[src/rtl/awsc_pkg.sv]
// Package with constants and types for the streaming write command block
package awsc_pkg;
   // Opcodes
   localparam logic [7:0] OP_STREAM_DMA = 8'h3A;
   localparam logic [7:0] OP_STREAM_PIO = 8'h3B;
   // Feature current bit positions
   localparam int FEAT_URGENT = 7;
   localparam int FEAT_CONTINUOUS = 6;
   localparam int FEAT_FLUSH = 5;
   localparam int FEAT_HANDLE_ERR = 4;
   // Error register bit positions
   localparam int ERRB_CRC = 7;
   localparam int ERRB_IDNF = 4;
   localparam int ERRB_ABRT = 2;
   localparam int ERRB_CCTO = 0;
   // Status register bit positions
   localparam int STB_RDY = 6;
   localparam int STB_SE = 5;
   localparam int STB_ERR = 0;
   // Reset values
   localparam logic [7:0] STATUS_RESET = 8'h40;
   localparam logic [7:0] ERROR_RESET = 8'h00;
   // Timing: 100 MHz clock, cycles per microsecond
   localparam int CLOCK_MHZ = 100;
   localparam int CYCLES_PER_US = CLOCK_MHZ;
   localparam logic [6:0] CYCLES_PER_US_M1 = 7'(CYCLES_PER_US - 1);
   // Default time unit and minimum limit, in microseconds
   localparam logic [31:0] TIME_UNIT_US_DEFAULT = 32'h0000_000A;
   localparam logic [31:0] MIN_LIMIT_US_DEFAULT = 32'h0000_0064;
   // Number of streams
   localparam int STREAMS = 8;
   // Zero sector count means maximum transfer
   localparam logic [16:0] MAX_SECTORS = 17'h10000;

   // Task-file command block written by the host
   typedef struct packed {
      logic [7:0] feature_cur;
      logic [7:0] feature_prev;
      logic [15:0] count;
      logic [47:0] lba;
      logic [7:0] device;
      logic [7:0] opcode;
   } awsc_taskfile_t;

   // Result of a data sector from the media engine
   typedef struct packed {
      logic crc_err;
      logic idnf_err;
      logic abrt_err;
   } awsc_sector_err_t;

   // Stream settings established earlier
   typedef struct packed {
      logic valid;
      logic [7:0] default_limit;
   } awsc_stream_cfg_t;
endpackage : awsc_pkg

[src/rtl/awsc_core.sv]
// Streaming write command interpreter with completion time limit
module awsc_core (
   input wire logic clock_in,
   input wire logic rst_in,
   input wire logic enable_in,
   input wire awsc_pkg::awsc_taskfile_t taskfile_in,
   input wire logic command_write_in,
   input wire logic hob_in,
   input wire logic [15:0] time_unit_us_in,
   input wire logic [15:0] min_limit_us_in,
   input wire logic cfg_write_in,
   input wire logic [2:0] cfg_stream_in,
   input wire logic [7:0] cfg_default_limit_in,
   input wire logic sector_done_in,
   input wire awsc_pkg::awsc_sector_err_t sector_err_in,
   input wire logic flush_done_in,
   output logic sector_request_out,
   output logic [47:0] sector_lba_out,
   output logic urgent_out,
   output logic [2:0] stream_out,
   output logic flush_request_out,
   output logic complete_out,
   output logic [7:0] command_status_flags_out,
   output logic [7:0] command_error_flags_out,
   output logic [7:0] lba_low_out,
   output logic [7:0] lba_mid_out,
   output logic [7:0] lba_high_out
);
   typedef enum logic [1:0] {S_IDLE, S_XFER, S_FLUSH, S_DONE} awsc_state_t;

   // Stream recovery state and settings, one entry per stream
   awsc_pkg::awsc_stream_cfg_t stream_cfg [awsc_pkg::STREAMS];
   logic [47:0] stream_err_lba [awsc_pkg::STREAMS];
   logic stream_err_valid [awsc_pkg::STREAMS];

   awsc_state_t state, next_state;
   logic [16:0] remaining, next_remaining;
   logic [47:0] cur_lba, next_cur_lba;
   logic [2:0] stream, next_stream;
   logic continuous, next_continuous;
   logic flush, next_flush;
   logic urgent, next_urgent;
   logic dma_cmd, next_dma_cmd;
   logic limit_on, next_limit_on;
   logic [31:0] limit_us, next_limit_us;
   logic [31:0] elapsed_us, next_elapsed_us;
   logic [6:0] us_tick, next_us_tick;
   logic err_seen, next_err_seen;
   logic [47:0] first_err_lba, next_first_err_lba;
   logic [7:0] status, next_status;
   logic [7:0] error, next_error;
   logic complete, next_complete;

   // Picks low or high byte of an LBA field by HOB
   function automatic logic [7:0] hob_byte(input logic [47:0] lba, input int lo, input logic hob);
      hob_byte = hob ? lba[lo+24 +: 8] : lba[lo +: 8];
   endfunction : hob_byte

   // Raw limit selection: supplied value or stream default
   logic [7:0] raw_limit;
   logic [31:0] product_us;
   logic is_stream_cmd;
   logic any_err;
   logic timeout;
   always_comb begin
      raw_limit = (taskfile_in.feature_prev != 8'h00) ? taskfile_in.feature_prev :
         (stream_cfg[taskfile_in.feature_cur[2:0]].valid ?
          stream_cfg[taskfile_in.feature_cur[2:0]].default_limit : 8'h00);
      product_us = 32'(raw_limit) * 32'(time_unit_us_in);
      is_stream_cmd = (taskfile_in.opcode == awsc_pkg::OP_STREAM_PIO) ||
         (taskfile_in.opcode == awsc_pkg::OP_STREAM_DMA);
      any_err = sector_err_in.crc_err | sector_err_in.idnf_err | sector_err_in.abrt_err;
      timeout = limit_on && (elapsed_us >= limit_us);
   end

   // Command sequencing next-state logic
   always_comb begin
      next_state = state;
      next_remaining = remaining;
      next_cur_lba = cur_lba;
      next_stream = stream;
      next_continuous = continuous;
      next_flush = flush;
      next_urgent = urgent;
      next_dma_cmd = dma_cmd;
      next_limit_on = limit_on;
      next_limit_us = limit_us;
      next_elapsed_us = elapsed_us;
      next_us_tick = us_tick;
      next_err_seen = err_seen;
      next_first_err_lba = first_err_lba;
      next_status = status;
      next_error = error;
      next_complete = 1'b0;
      // Count elapsed microseconds while a command runs
      if (state == S_XFER || state == S_FLUSH) begin
         if (us_tick == awsc_pkg::CYCLES_PER_US_M1) begin
            next_us_tick = 7'h00;
            next_elapsed_us = elapsed_us + 32'h1;
         end else begin
            next_us_tick = us_tick + 7'h01;
         end
      end
      unique case (state)
         S_IDLE, S_DONE: begin
            if (command_write_in && is_stream_cmd) begin
               next_state = S_XFER;
               next_status = 8'h80;                                                      // BSY while busy
               next_error = awsc_pkg::ERROR_RESET;
               next_remaining = (taskfile_in.count == 16'h0000) ?
                  awsc_pkg::MAX_SECTORS : {1'b0, taskfile_in.count};
               next_stream = taskfile_in.feature_cur[2:0];
               next_cur_lba = (taskfile_in.feature_cur[awsc_pkg::FEAT_HANDLE_ERR] &&
                  stream_err_valid[taskfile_in.feature_cur[2:0]]) ?
                  stream_err_lba[taskfile_in.feature_cur[2:0]] : taskfile_in.lba;
               next_continuous = taskfile_in.feature_cur[awsc_pkg::FEAT_CONTINUOUS];
               next_flush = taskfile_in.feature_cur[awsc_pkg::FEAT_FLUSH];
               next_urgent = taskfile_in.feature_cur[awsc_pkg::FEAT_URGENT];
               next_dma_cmd = (taskfile_in.opcode == awsc_pkg::OP_STREAM_DMA);
               next_limit_on = (raw_limit != 8'h00);
               next_limit_us = (product_us < 32'(min_limit_us_in)) ?
                  32'(min_limit_us_in) : product_us;
               next_elapsed_us = 32'h0;
               next_us_tick = 7'h00;
               next_err_seen = 1'b0;
               next_first_err_lba = 48'h0;
            end
         end
         S_XFER: begin
            if (timeout) begin
               next_error[awsc_pkg::ERRB_CCTO] = 1'b1;
               next_state = S_DONE;
               next_status = continuous ? 8'h60 : 8'h41;
               next_complete = 1'b1;
            end else if (sector_done_in) begin
               next_remaining = remaining - 17'h1;
               next_cur_lba = cur_lba + 48'h1;
               if (any_err) begin
                  next_error[awsc_pkg::ERRB_CRC] = error[awsc_pkg::ERRB_CRC] |
                     (sector_err_in.crc_err & dma_cmd);
                  next_error[awsc_pkg::ERRB_IDNF] = error[awsc_pkg::ERRB_IDNF] | sector_err_in.idnf_err;
                  next_error[awsc_pkg::ERRB_ABRT] = error[awsc_pkg::ERRB_ABRT] | sector_err_in.abrt_err;
                  if (!err_seen) begin
                     next_err_seen = 1'b1;
                     next_first_err_lba = cur_lba;
                  end
               end
               if (any_err && !continuous) begin
                  next_state = S_DONE;                                                    // Abort on error
                  next_status = 8'h41;
                  next_complete = 1'b1;
               end else if (remaining == 17'h1) begin
                  next_state = flush ? S_FLUSH : S_DONE;
                  if (!flush) begin
                     next_status = (err_seen || any_err) ? 8'h60 : awsc_pkg::STATUS_RESET;
                     next_complete = 1'b1;
                  end
               end
            end
         end
         S_FLUSH: begin
            if (timeout) begin
               next_error[awsc_pkg::ERRB_CCTO] = 1'b1;
               next_state = S_DONE;
               next_status = continuous ? 8'h60 : 8'h41;
               next_complete = 1'b1;
            end else if (flush_done_in) begin
               next_state = S_DONE;
               next_status = err_seen ? 8'h60 : awsc_pkg::STATUS_RESET;
               next_complete = 1'b1;
            end
         end
      endcase
   end

   // Command state registers
   always_ff @(posedge clock_in) begin
      if (rst_in) begin
         state <= S_IDLE;
         remaining <= 17'h0;
         cur_lba <= 48'h0;
         stream <= 3'h0;
         continuous <= 1'b0;
         flush <= 1'b0;
         urgent <= 1'b0;
         dma_cmd <= 1'b0;
         limit_on <= 1'b0;
         limit_us <= 32'h0;
         elapsed_us <= 32'h0;
         us_tick <= 7'h00;
         err_seen <= 1'b0;
         first_err_lba <= 48'h0;
         status <= awsc_pkg::STATUS_RESET;
         error <= awsc_pkg::ERROR_RESET;
         complete <= 1'b0;
      end else if (enable_in) begin
         state <= next_state;
         remaining <= next_remaining;
         cur_lba <= next_cur_lba;
         stream <= next_stream;
         continuous <= next_continuous;
         flush <= next_flush;
         urgent <= next_urgent;
         dma_cmd <= next_dma_cmd;
         limit_on <= next_limit_on;
         limit_us <= next_limit_us;
         elapsed_us <= next_elapsed_us;
         us_tick <= next_us_tick;
         err_seen <= next_err_seen;
         first_err_lba <= next_first_err_lba;
         status <= next_status;
         error <= next_error;
         complete <= next_complete;
      end
   end

   // Per-stream settings and last reported error LBA
   generate
      for (genvar s = 0; s < awsc_pkg::STREAMS; s++) begin : g_stream
         awsc_pkg::awsc_stream_cfg_t next_cfg;
         logic [47:0] next_err_lba;
         logic next_err_valid;
         always_comb begin
            next_cfg = stream_cfg[s];
            next_err_lba = stream_err_lba[s];
            next_err_valid = stream_err_valid[s];
            if (cfg_write_in && cfg_stream_in == 3'(s)) begin
               next_cfg.valid = 1'b1;
               next_cfg.default_limit = cfg_default_limit_in;
            end
            if (complete && stream == 3'(s) && err_seen) begin
               next_err_lba = first_err_lba;
               next_err_valid = 1'b1;
            end
         end
         always_ff @(posedge clock_in) begin
            if (rst_in) begin
               stream_cfg[s] <= '0;
               stream_err_lba[s] <= 48'h0;
               stream_err_valid[s] <= 1'b0;
            end else if (enable_in) begin
               stream_cfg[s] <= next_cfg;
               stream_err_lba[s] <= next_err_lba;
               stream_err_valid[s] <= next_err_valid;
            end
         end
      end
   endgenerate

   // Registered outputs
   logic sector_request, next_sector_request;
   logic flush_request, next_flush_request;
   logic [7:0] lba_low, lba_mid, lba_high, next_lba_low, next_lba_mid, next_lba_high;
   always_comb begin
      next_sector_request = (next_state == S_XFER);
      next_flush_request = (next_state == S_FLUSH);
      next_lba_low = hob_byte(first_err_lba, 0, hob_in);
      next_lba_mid = hob_byte(first_err_lba, 8, hob_in);
      next_lba_high = hob_byte(first_err_lba, 16, hob_in);
   end
   always_ff @(posedge clock_in) begin
      if (rst_in) begin
         sector_request <= 1'b0;
         flush_request <= 1'b0;
         lba_low <= 8'h00;
         lba_mid <= 8'h00;
         lba_high <= 8'h00;
      end else if (enable_in) begin
         sector_request <= next_sector_request;
         flush_request <= next_flush_request;
         lba_low <= next_lba_low;
         lba_mid <= next_lba_mid;
         lba_high <= next_lba_high;
      end
   end

   assign sector_request_out = sector_request;
   assign sector_lba_out = cur_lba;
   assign urgent_out = urgent;
   assign stream_out = stream;
   assign flush_request_out = flush_request;
   assign complete_out = complete;
   assign command_status_flags_out = status;
   assign command_error_flags_out = error;
   assign lba_low_out = lba_low;
   assign lba_mid_out = lba_mid;
   assign lba_high_out = lba_high;
endmodule : awsc_core

[config.mk]
export PLATFORM = sky130hd
export DESIGN_NAME = awsc_core
export DESIGN_NICKNAME = d
export VERILOG_FILES = /design/src/rtl/awsc_pkg.sv /design/src/rtl/awsc_core.sv
export SDC_FILE = /design/constraint.sdc
export NUM_CORES = 2
export LEC_CHECK = 0
export ABC_AREA = 1
export BUFFER_PORTS_ARGS = -buffer_cell sky130_fd_sc_hd__clkbuf_2
export CORE_ASPECT_RATIO = 1.2
export CORE_MARGIN = 8
export CORE_UTILIZATION = 54
export CTS_BUF_LIST = sky130_fd_sc_hd__clkbuf_16
export CTS_CLUSTER_DIAMETER = 50
export DETAILED_ROUTE_END_ITERATION = 6
export PLACE_DENSITY = 0.72
export SLEW_MARGIN = 20
export SYNTH_ARGS = -nofsm -noshare
export SYNTH_HDL_FRONTEND = slang
export SYNTH_SLANG_ARGS = --single-unit
[constraint.sdc]
create_clock -name clock_in -period 12.6 [get_ports clock_in]
set_input_delay 2.52 -clock clock_in [delete_from_list [all_inputs] [get_ports clock_in]]
set_output_delay 2.52 -clock clock_in [all_outputs]
set_load 0.02 [all_outputs]
# == Word level (Yosys, flattened, before mapping) ==
# Memories as Yosys holds them, arrays and structs flattened.
# Index checks and enable logic that the tools add are counted.
# word_totals
regBits,234
ram_bits,464
output_inout_bits,95
mem_count,3
# memory_table
memory,words,word_bits,read_ports,rd_clocked_by_memory_dff,write_ports,line_no,rtl
stream_err_lba,8,48,1,0,8,awsc_core.sv:33,logic [47:0] stream_err_lba [awsc_pkg::STREAMS];
stream_cfg,8,9,1,0,8,awsc_core.sv:32,awsc_pkg::awsc_stream_cfg_t stream_cfg [awsc_pkg::STREAMS];
stream_err_valid,8,1,1,0,8,awsc_core.sv:34,logic stream_err_valid [awsc_pkg::STREAMS];
# op_classes
add_sub_neg,4
mul,1
magnitude_cmp,2
eq_ne,49
mux,132
bitwise_logic,30
reduce_logical,63
# ops
op,count
$mux W48,25
$pmux W48 S2,2
$mux W9,16
$mux W32,4
$mux W8,14
$mux W17,4
$add A48 B1 Y48 const B,1
$mux W1,43
$pmux W17 S2,1
$add A32 B1 Y32 const B,1
$ge A32 B32 Y1,1
$reduce_and A2 Y1,16
$or A1 B1 Y1,29
$logic_and A1 B1 Y1,28
$mux W7,4
$eq A3 B3 Y1 const B,8
$lt A24 B16 Y1,1
$mul A8 B16 Y24,1
$mux W24,1
$pmux W8 S3,1
$mux W6,3
$eq A17 B1 Y1 const B,1
$sub A17 B1 Y17 const B,1
$eq A8 B6 Y1 const B,2
other kinds (28),73

# == Longest topological paths before layout ==
# depth
ltp_word,10
ltp_mapped,39
mapped_depth_nobuf,35

# == Worst setup path before layout ==
# OpenSTA, ideal clock, no wires.
# synth_timing
kind,input port to flip-flop
startpoint,input taskfile_in[88] in the netlist's numbering
endpoint,register limit_us[10]
setup_ns,0.113
t_arrival_ns,8.585
required_ns,12.487
path_slack_ns,3.901
cell_stages,34
path_buffers,5
cell_sequence,buf_4 -> inv_4 -> buf_4 -> clkbuf_1 -> nor2_1 -> o22ai_1 -> nand2_1 -> nand2_1 -> nand3_1 -> nand2_1 -> inv_1 -> clkbuf_1 -> nor2_1 -> fa_1 -> fa_1 -> fa_1 -> inv_1 -> fa_1 -> inv_1 -> ha_1 -> a21oi_1 -> o21ai_0 -> a211o_1 -> xor2_1 -> ha_1 -> a21oi_1 -> o221ai_1 -> nor2_1 -> nand2_2 -> nor2_8 -> buf_4 -> nand3_1 -> nand3_1 -> nand2_1
# synth_via
elab_chain_cells,6
# synth_rtl
item,line_no,rtl
start: declaration,awsc_core.sv:6,"input wire awsc_pkg::awsc_taskfile_t taskfile_in,"
$mem_v2 Z8 W9 *,--,
$mux W8 *,awsc_core.sv:67,(stream_cfg[taskfile_in.feature_cur[2:0]].valid ?
$mux W8 *,awsc_core.sv:66,raw_limit = (taskfile_in.feature_prev != 8'h00) ? taskfile_in.feature_prev :
$mul A8 B16 Y24 *,awsc_core.sv:69,product_us = 32'(raw_limit) * 32'(time_unit_us_in);
$lt A24 B16 Y1,awsc_core.sv:121,next_limit_us = (product_us < 32'(min_limit_us_in)) ?
$mux W24 *,awsc_core.sv:121,
end signal: assignment,awsc_core.sv:206,limit_us <= next_limit_us;
end: declaration,awsc_core.sv:45,"logic [31:0] limit_us, next_limit_us;"
# Mark *: on every way between the ends. The rest lies on a longest branch, timed or not.
# A chain may end at the register's enable or synchronous reset.

# == Worst setup path in the final report ==
# layout_timing
startpoint,input taskfile_in[88] in the netlist's numbering
endpoint,register limit_us[8]
# Same word-level chain as after synthesis.

==> flow_summary.json <==
{
  "status": "finished clean",
  "async_reset_ff_share_pct": 0,
  "drt_iter0_markers": 3301,
  "drv_cap": 0,
  "wirelength_um": 115100,
  "period_needed_ns": 9.463,
  "required_ns": 13.15,
  "grt_pass1_wl_um": 175500,
  "yosysSeqAreaShare_pct": 49.75,
  "antenna_found_initial": 4,
  "dieArea_um2": 76990,
  "synth_warnings": 0,
  "timing.fmax_mhz": 105.7,
  "setup_tns_ns": 0,
  "reg2reg_slack_ns": 5.70,
  "crit_family": "adder cells",
  "syn_to_final_growth_pct": 11.07,
  "place_congestion": 0.9785,
  "fin_crit_sh_pct": 75.10,
  "clockRootBuffer": "clkbuf_16",
  "final_antenna_net_count": 0,
  "numCtsBuffers": 78,
  "grt_pass1_vias": 30844,
  "fin_skew_ns": 0.04123,
  "nNetsFinal": 4795,
  "highest_layer": "met5",
  "r2r-end": "limit_us[8]$_SDFFE_PP0P_",
  "p_sw_share_pct": 31.12,
  "leakage_nw": 15.76,
  "synth.distinct_cells": 62,
  "crit_end": "limit_us[8]$_SDFFE_PP0P_",
  "cts_tree": "done",
  "slew_headroom_pct": 21.08,
  "start_util_pct": 54.23,
  "hp-class": "register to register",
  "slew_viol_final": 0,
  "ys_seq_elements": 686,
  "wl_met3_um": 9447,
  "cp.buffers_inverters": 7,
  "wl_met1_um": 42540,
  "rr_startpoint": "stream_cfg[6][8]$_DFFE_PP_",
  "post-cts-setup-buffers": 0,
  "crit_path_end_kind": "register",
  "postSynthAreaPerCell_um2": 8.458,
  "crit_type": "input pin to register",
  "finalSetupViolations": 0,
  "regArea_um2": 18360,
  "finalHoldViolCount": 0,
  "wl_met2_um": 55660,
  "drc_errors": 0,
  "overflow": 0,
  "min_path_cells": 2,
  "cts.sinks": 686,
  "die_w_um": 254.6,
  "dpl.cell_count": 5300,
  "hold_ws_ns": 0.4500,
  "htreeDepth": 3,
  "io_buffer_count": 227,
  "synth_edf_count": 462,
  "synth-main-ff-cell": "edfxtp_1",
  "power_frac_clock_pct": 36.4,
  "r2r_cells": 33,
  "crit_slowest_cell": "fa_1",
  "multiInputGateArea_um2": 15920,
  "dr_total_vias": 31761,
  "clkLatencyLatePin_ns": 0.64,
  "hpwl_um": 74350,
  "drive_gt1_share_pct": 10.11,
  "grt_usage_pct": 29.41,
  "coreArea_um2": 68050,
  "fillers": 5987,
  "max_stage_delay_ns": 0.55,
  "cp.arrival_ns": 10.01,
  "path_max_fanout": 82,
  "via_per_inst": 5.837,
  "tightest_slew_ns": 1.171,
  "power_frac_seq_pct": 40.7,
  "routedWlPerCell_um": 21.15,
  "p_switching_mw": 1.898,
  "die_h_um": 302.4,
  "internal_power_mw": 4.201,
  "startpoint_type": "input pin",
  "cp.depth": 35,
  "cts.repair.resized": 0,
  "grt_max_degree": 104,
  "pin_count": 245,
  "rsz0062_at_grt": "no",
  "clk_pin_slew_worst_paths_ns": 0.06,
  "synthCells": 4363,
  "syn-cell-area_um2": 36900,
  "power.density_nw_per_um2": 148.8,
  "max-clock-path-buffers": 3,
  "cp_common_cell": "nand2_1",
  "cts_hold_buf": 0,
  "rows": 105,
  "dr.pass1.iters": 5,
  "stdcell_count": 5441,
  "irDropWorstVdd_mv": 0.1142,
  "combPwrFrac_pct": 23.0,
  "startpoint": "taskfile_in[88]"
}
-- worst reg2reg max path: cells and delay by family, from the launching register on --
family	cells	cell delay (ns)
adders and majority gates	6	2.70
xor gates and xnor gates	1	0.23
and+or+nand+nor	16	1.87
buffers and inverters	5	0.64
AOI/OAI and AO/OA	5	1.03
DFF	1	0.37
-- worst min-delay path by stage --
stage	start	end
2_1_floorplan	limit_us[10]$_SDFFE_PP0P_	limit_us[10]$_SDFFE_PP0P_
3_3_place_gp	command_error_flags_out[4]$_SDFFE_PP0P_	command_error_flags_out[4]$_SDFFE_PP0P_
3_5_place_dp	limit_us[12]$_SDFFE_PP0P_	limit_us[12]$_SDFFE_PP0P_
4_1_cts	command_error_flags_out[2]$_SDFFE_PP0P_	command_error_flags_out[2]$_SDFFE_PP0P_
5_1_grt	limit_us[12]$_SDFFE_PP0P_	limit_us[12]$_SDFFE_PP0P_
6_report	command_error_flags_out[4]$_SDFFE_PP0P_	command_error_flags_out[4]$_SDFFE_PP0P_
-- cell usage in the layout (no fill, tap or decap), types with 5 or more instances in the layout --
| master | netlist | layout |
|---|---|---|
| nor2_4 | 4 | 5 |
| nor3_1 | 68 | 68 |
| edfxtp_1 | 462 | 462 |
| nor4_1 | 20 | 20 |
| nand2_2 | 8 | 16 |
| mux2i_1 | 8 | 8 |
| o21ai_0 | 400 | 400 |
| buf_4 | 14 | 36 |
| clkbuf_2 | 0 | 224 |
| clkbuf_16 | 0 | 80 |
| a31oi_1 | 69 | 69 |
| inv_1 | 421 | 421 |
| o211ai_1 | 10 | 10 |
| a21oi_1 | 254 | 254 |
| xor2_1 | 30 | 30 |
| nor2_2 | 5 | 5 |
| dfxtp_1 | 224 | 224 |
| a211oi_1 | 23 | 23 |
| fa_1 | 84 | 84 |
| xnor2_1 | 13 | 13 |
| o21a_1 | 6 | 6 |
| nor2_1 | 921 | 920 |
| o32ai_1 | 6 | 6 |
| a221oi_1 | 5 | 5 |
| inv_6 | 0 | 5 |
| o21ai_1 | 13 | 13 |
| clkinv_1 | 6 | 15 |
| bufinv_16 | 0 | 5 |
| conb_1 | 1 | 8 |
| nand3_1 | 167 | 167 |
| inv_2 | 14 | 24 |
| ha_1 | 90 | 89 |
| nand4_1 | 35 | 35 |
| o22ai_1 | 76 | 76 |
| nand2_1 | 624 | 616 |
| clkinv_2 | 0 | 17 |
-- metrics by stage --
step / utilization (%) / setup WS [ns] / power [mW] / cell area [um^2]
floorplan: - / 3.901 / 3.559 / 36930
global placement: 56.55 / 2.561 / 3.896 / 38480
detailed placement: 56.55 / 2.514 / 3.917 / 38480
CTS: 60.22 / 3.119 / 6.111 / 40980
global route: 60.22 / 2.555 / 6.397 / 40980
finish: 60.23 / 3.137 / 6.099 / 40990
-- cell families after synthesis --
group / count (synthesis) / synth area share, %
simple gates: 1876 / 20.75
other cells: 1 / 0.01016
fa+ha+maj: 174 / 7.609
buf+inv: 683 / 7.300
xor+xnor: 44 / 1.065
compound gates: 891 / 13.30
flops: 686 / 49.75
mux: 8 / 0.2170
-- state kept, by name, summed over array words and instances (netlist names), 2 cells and up --
| signal | flops |
|---|---|
| us_tick | 7 |
| lba_high_out | 8 |
| command_status_flags_out | 4 |
| lba_low_out | 8 |
| stream_err_lba | 384 |
| first_err_lba | 48 |
| state | 2 |
| sector_lba_out | 48 |
| remaining | 17 |
| stream_err_valid | 8 |
| command_error_flags_out | 4 |
| stream_out | 3 |
| lba_mid_out | 8 |
| stream_cfg | 72 |
| elapsed_us | 32 |
| limit_us | 24 |
-- synthesized netlist by cell type, types with 10 or more instances --
cell | number | area (um^2)
a21oi_1 | 254 | 1271
buf_1 | 21 | 78.83
nand3_1 | 167 | 835.8
xor2_1 | 30 | 262.8
o211ai_1 | 10 | 75.07
nand2_1 | 624 | 2342
buf_4 | 14 | 105.1
nor4_1 | 20 | 125.1
xnor2_1 | 13 | 113.9
a31oi_1 | 69 | 431.7
inv_2 | 14 | 52.55
nor2_1 | 921 | 3457
clkbuf_1 | 156 | 585.6
o22ai_1 | 76 | 475.5
buf_2 | 48 | 240.2
a211oi_1 | 23 | 172.7
nand4_1 | 35 | 219.0
inv_1 | 421 | 1580
dfxtp_1 | 224 | 4484
nor3_1 | 68 | 340.3
o21ai_1 | 13 | 65.06
fa_1 | 84 | 1682
o21ai_0 | 400 | 2002
edfxtp_1 | 462 | 13870
ha_1 | 90 | 1126
-- cell type report --
| type | count | area share, % |
|---|---|---|
| Tap cell | 909 | 2.775 |
| Timing Repair Buffer | 262 | 3.434 |
| Sequential cell | 686 | 44.79 |
| Clock buffer | 80 | 4.884 |
| Inverter | 442 | 4.066 |
| Clock inverter | 59 | 1.209 |
| Multi-Input combinational cell | 3001 | 38.83 |
| Antenna cell | 2 | 0.01221 |
-- power groups by stage --
| stage | logic [mW] | registers, mW | clock network [mW] |
|---|---|---|---|
| 4_1_cts | 1.40 | 2.48 | 2.23 |
| 6_report | 1.40 | 2.48 | 2.22 |
| 3_3_place_gp | 1.37 | 2.52 | 0 |
| 2_1_floorplan | 1.03 | 2.53 | 0 |
| 5_1_grt | 1.59 | 2.48 | 2.32 |
| 3_5_place_dp | 1.39 | 2.53 | 0 |
-- routing by layer --
layer  global-route usage, %  vias to the layer above
li1                        -                    14807
met1                   35.54                    15117
met2                   49.49                     1510
met3                   4.279                      321
met4                   17.78                        6
met5                       0                        -
Power figures use the tool's default switching activity.
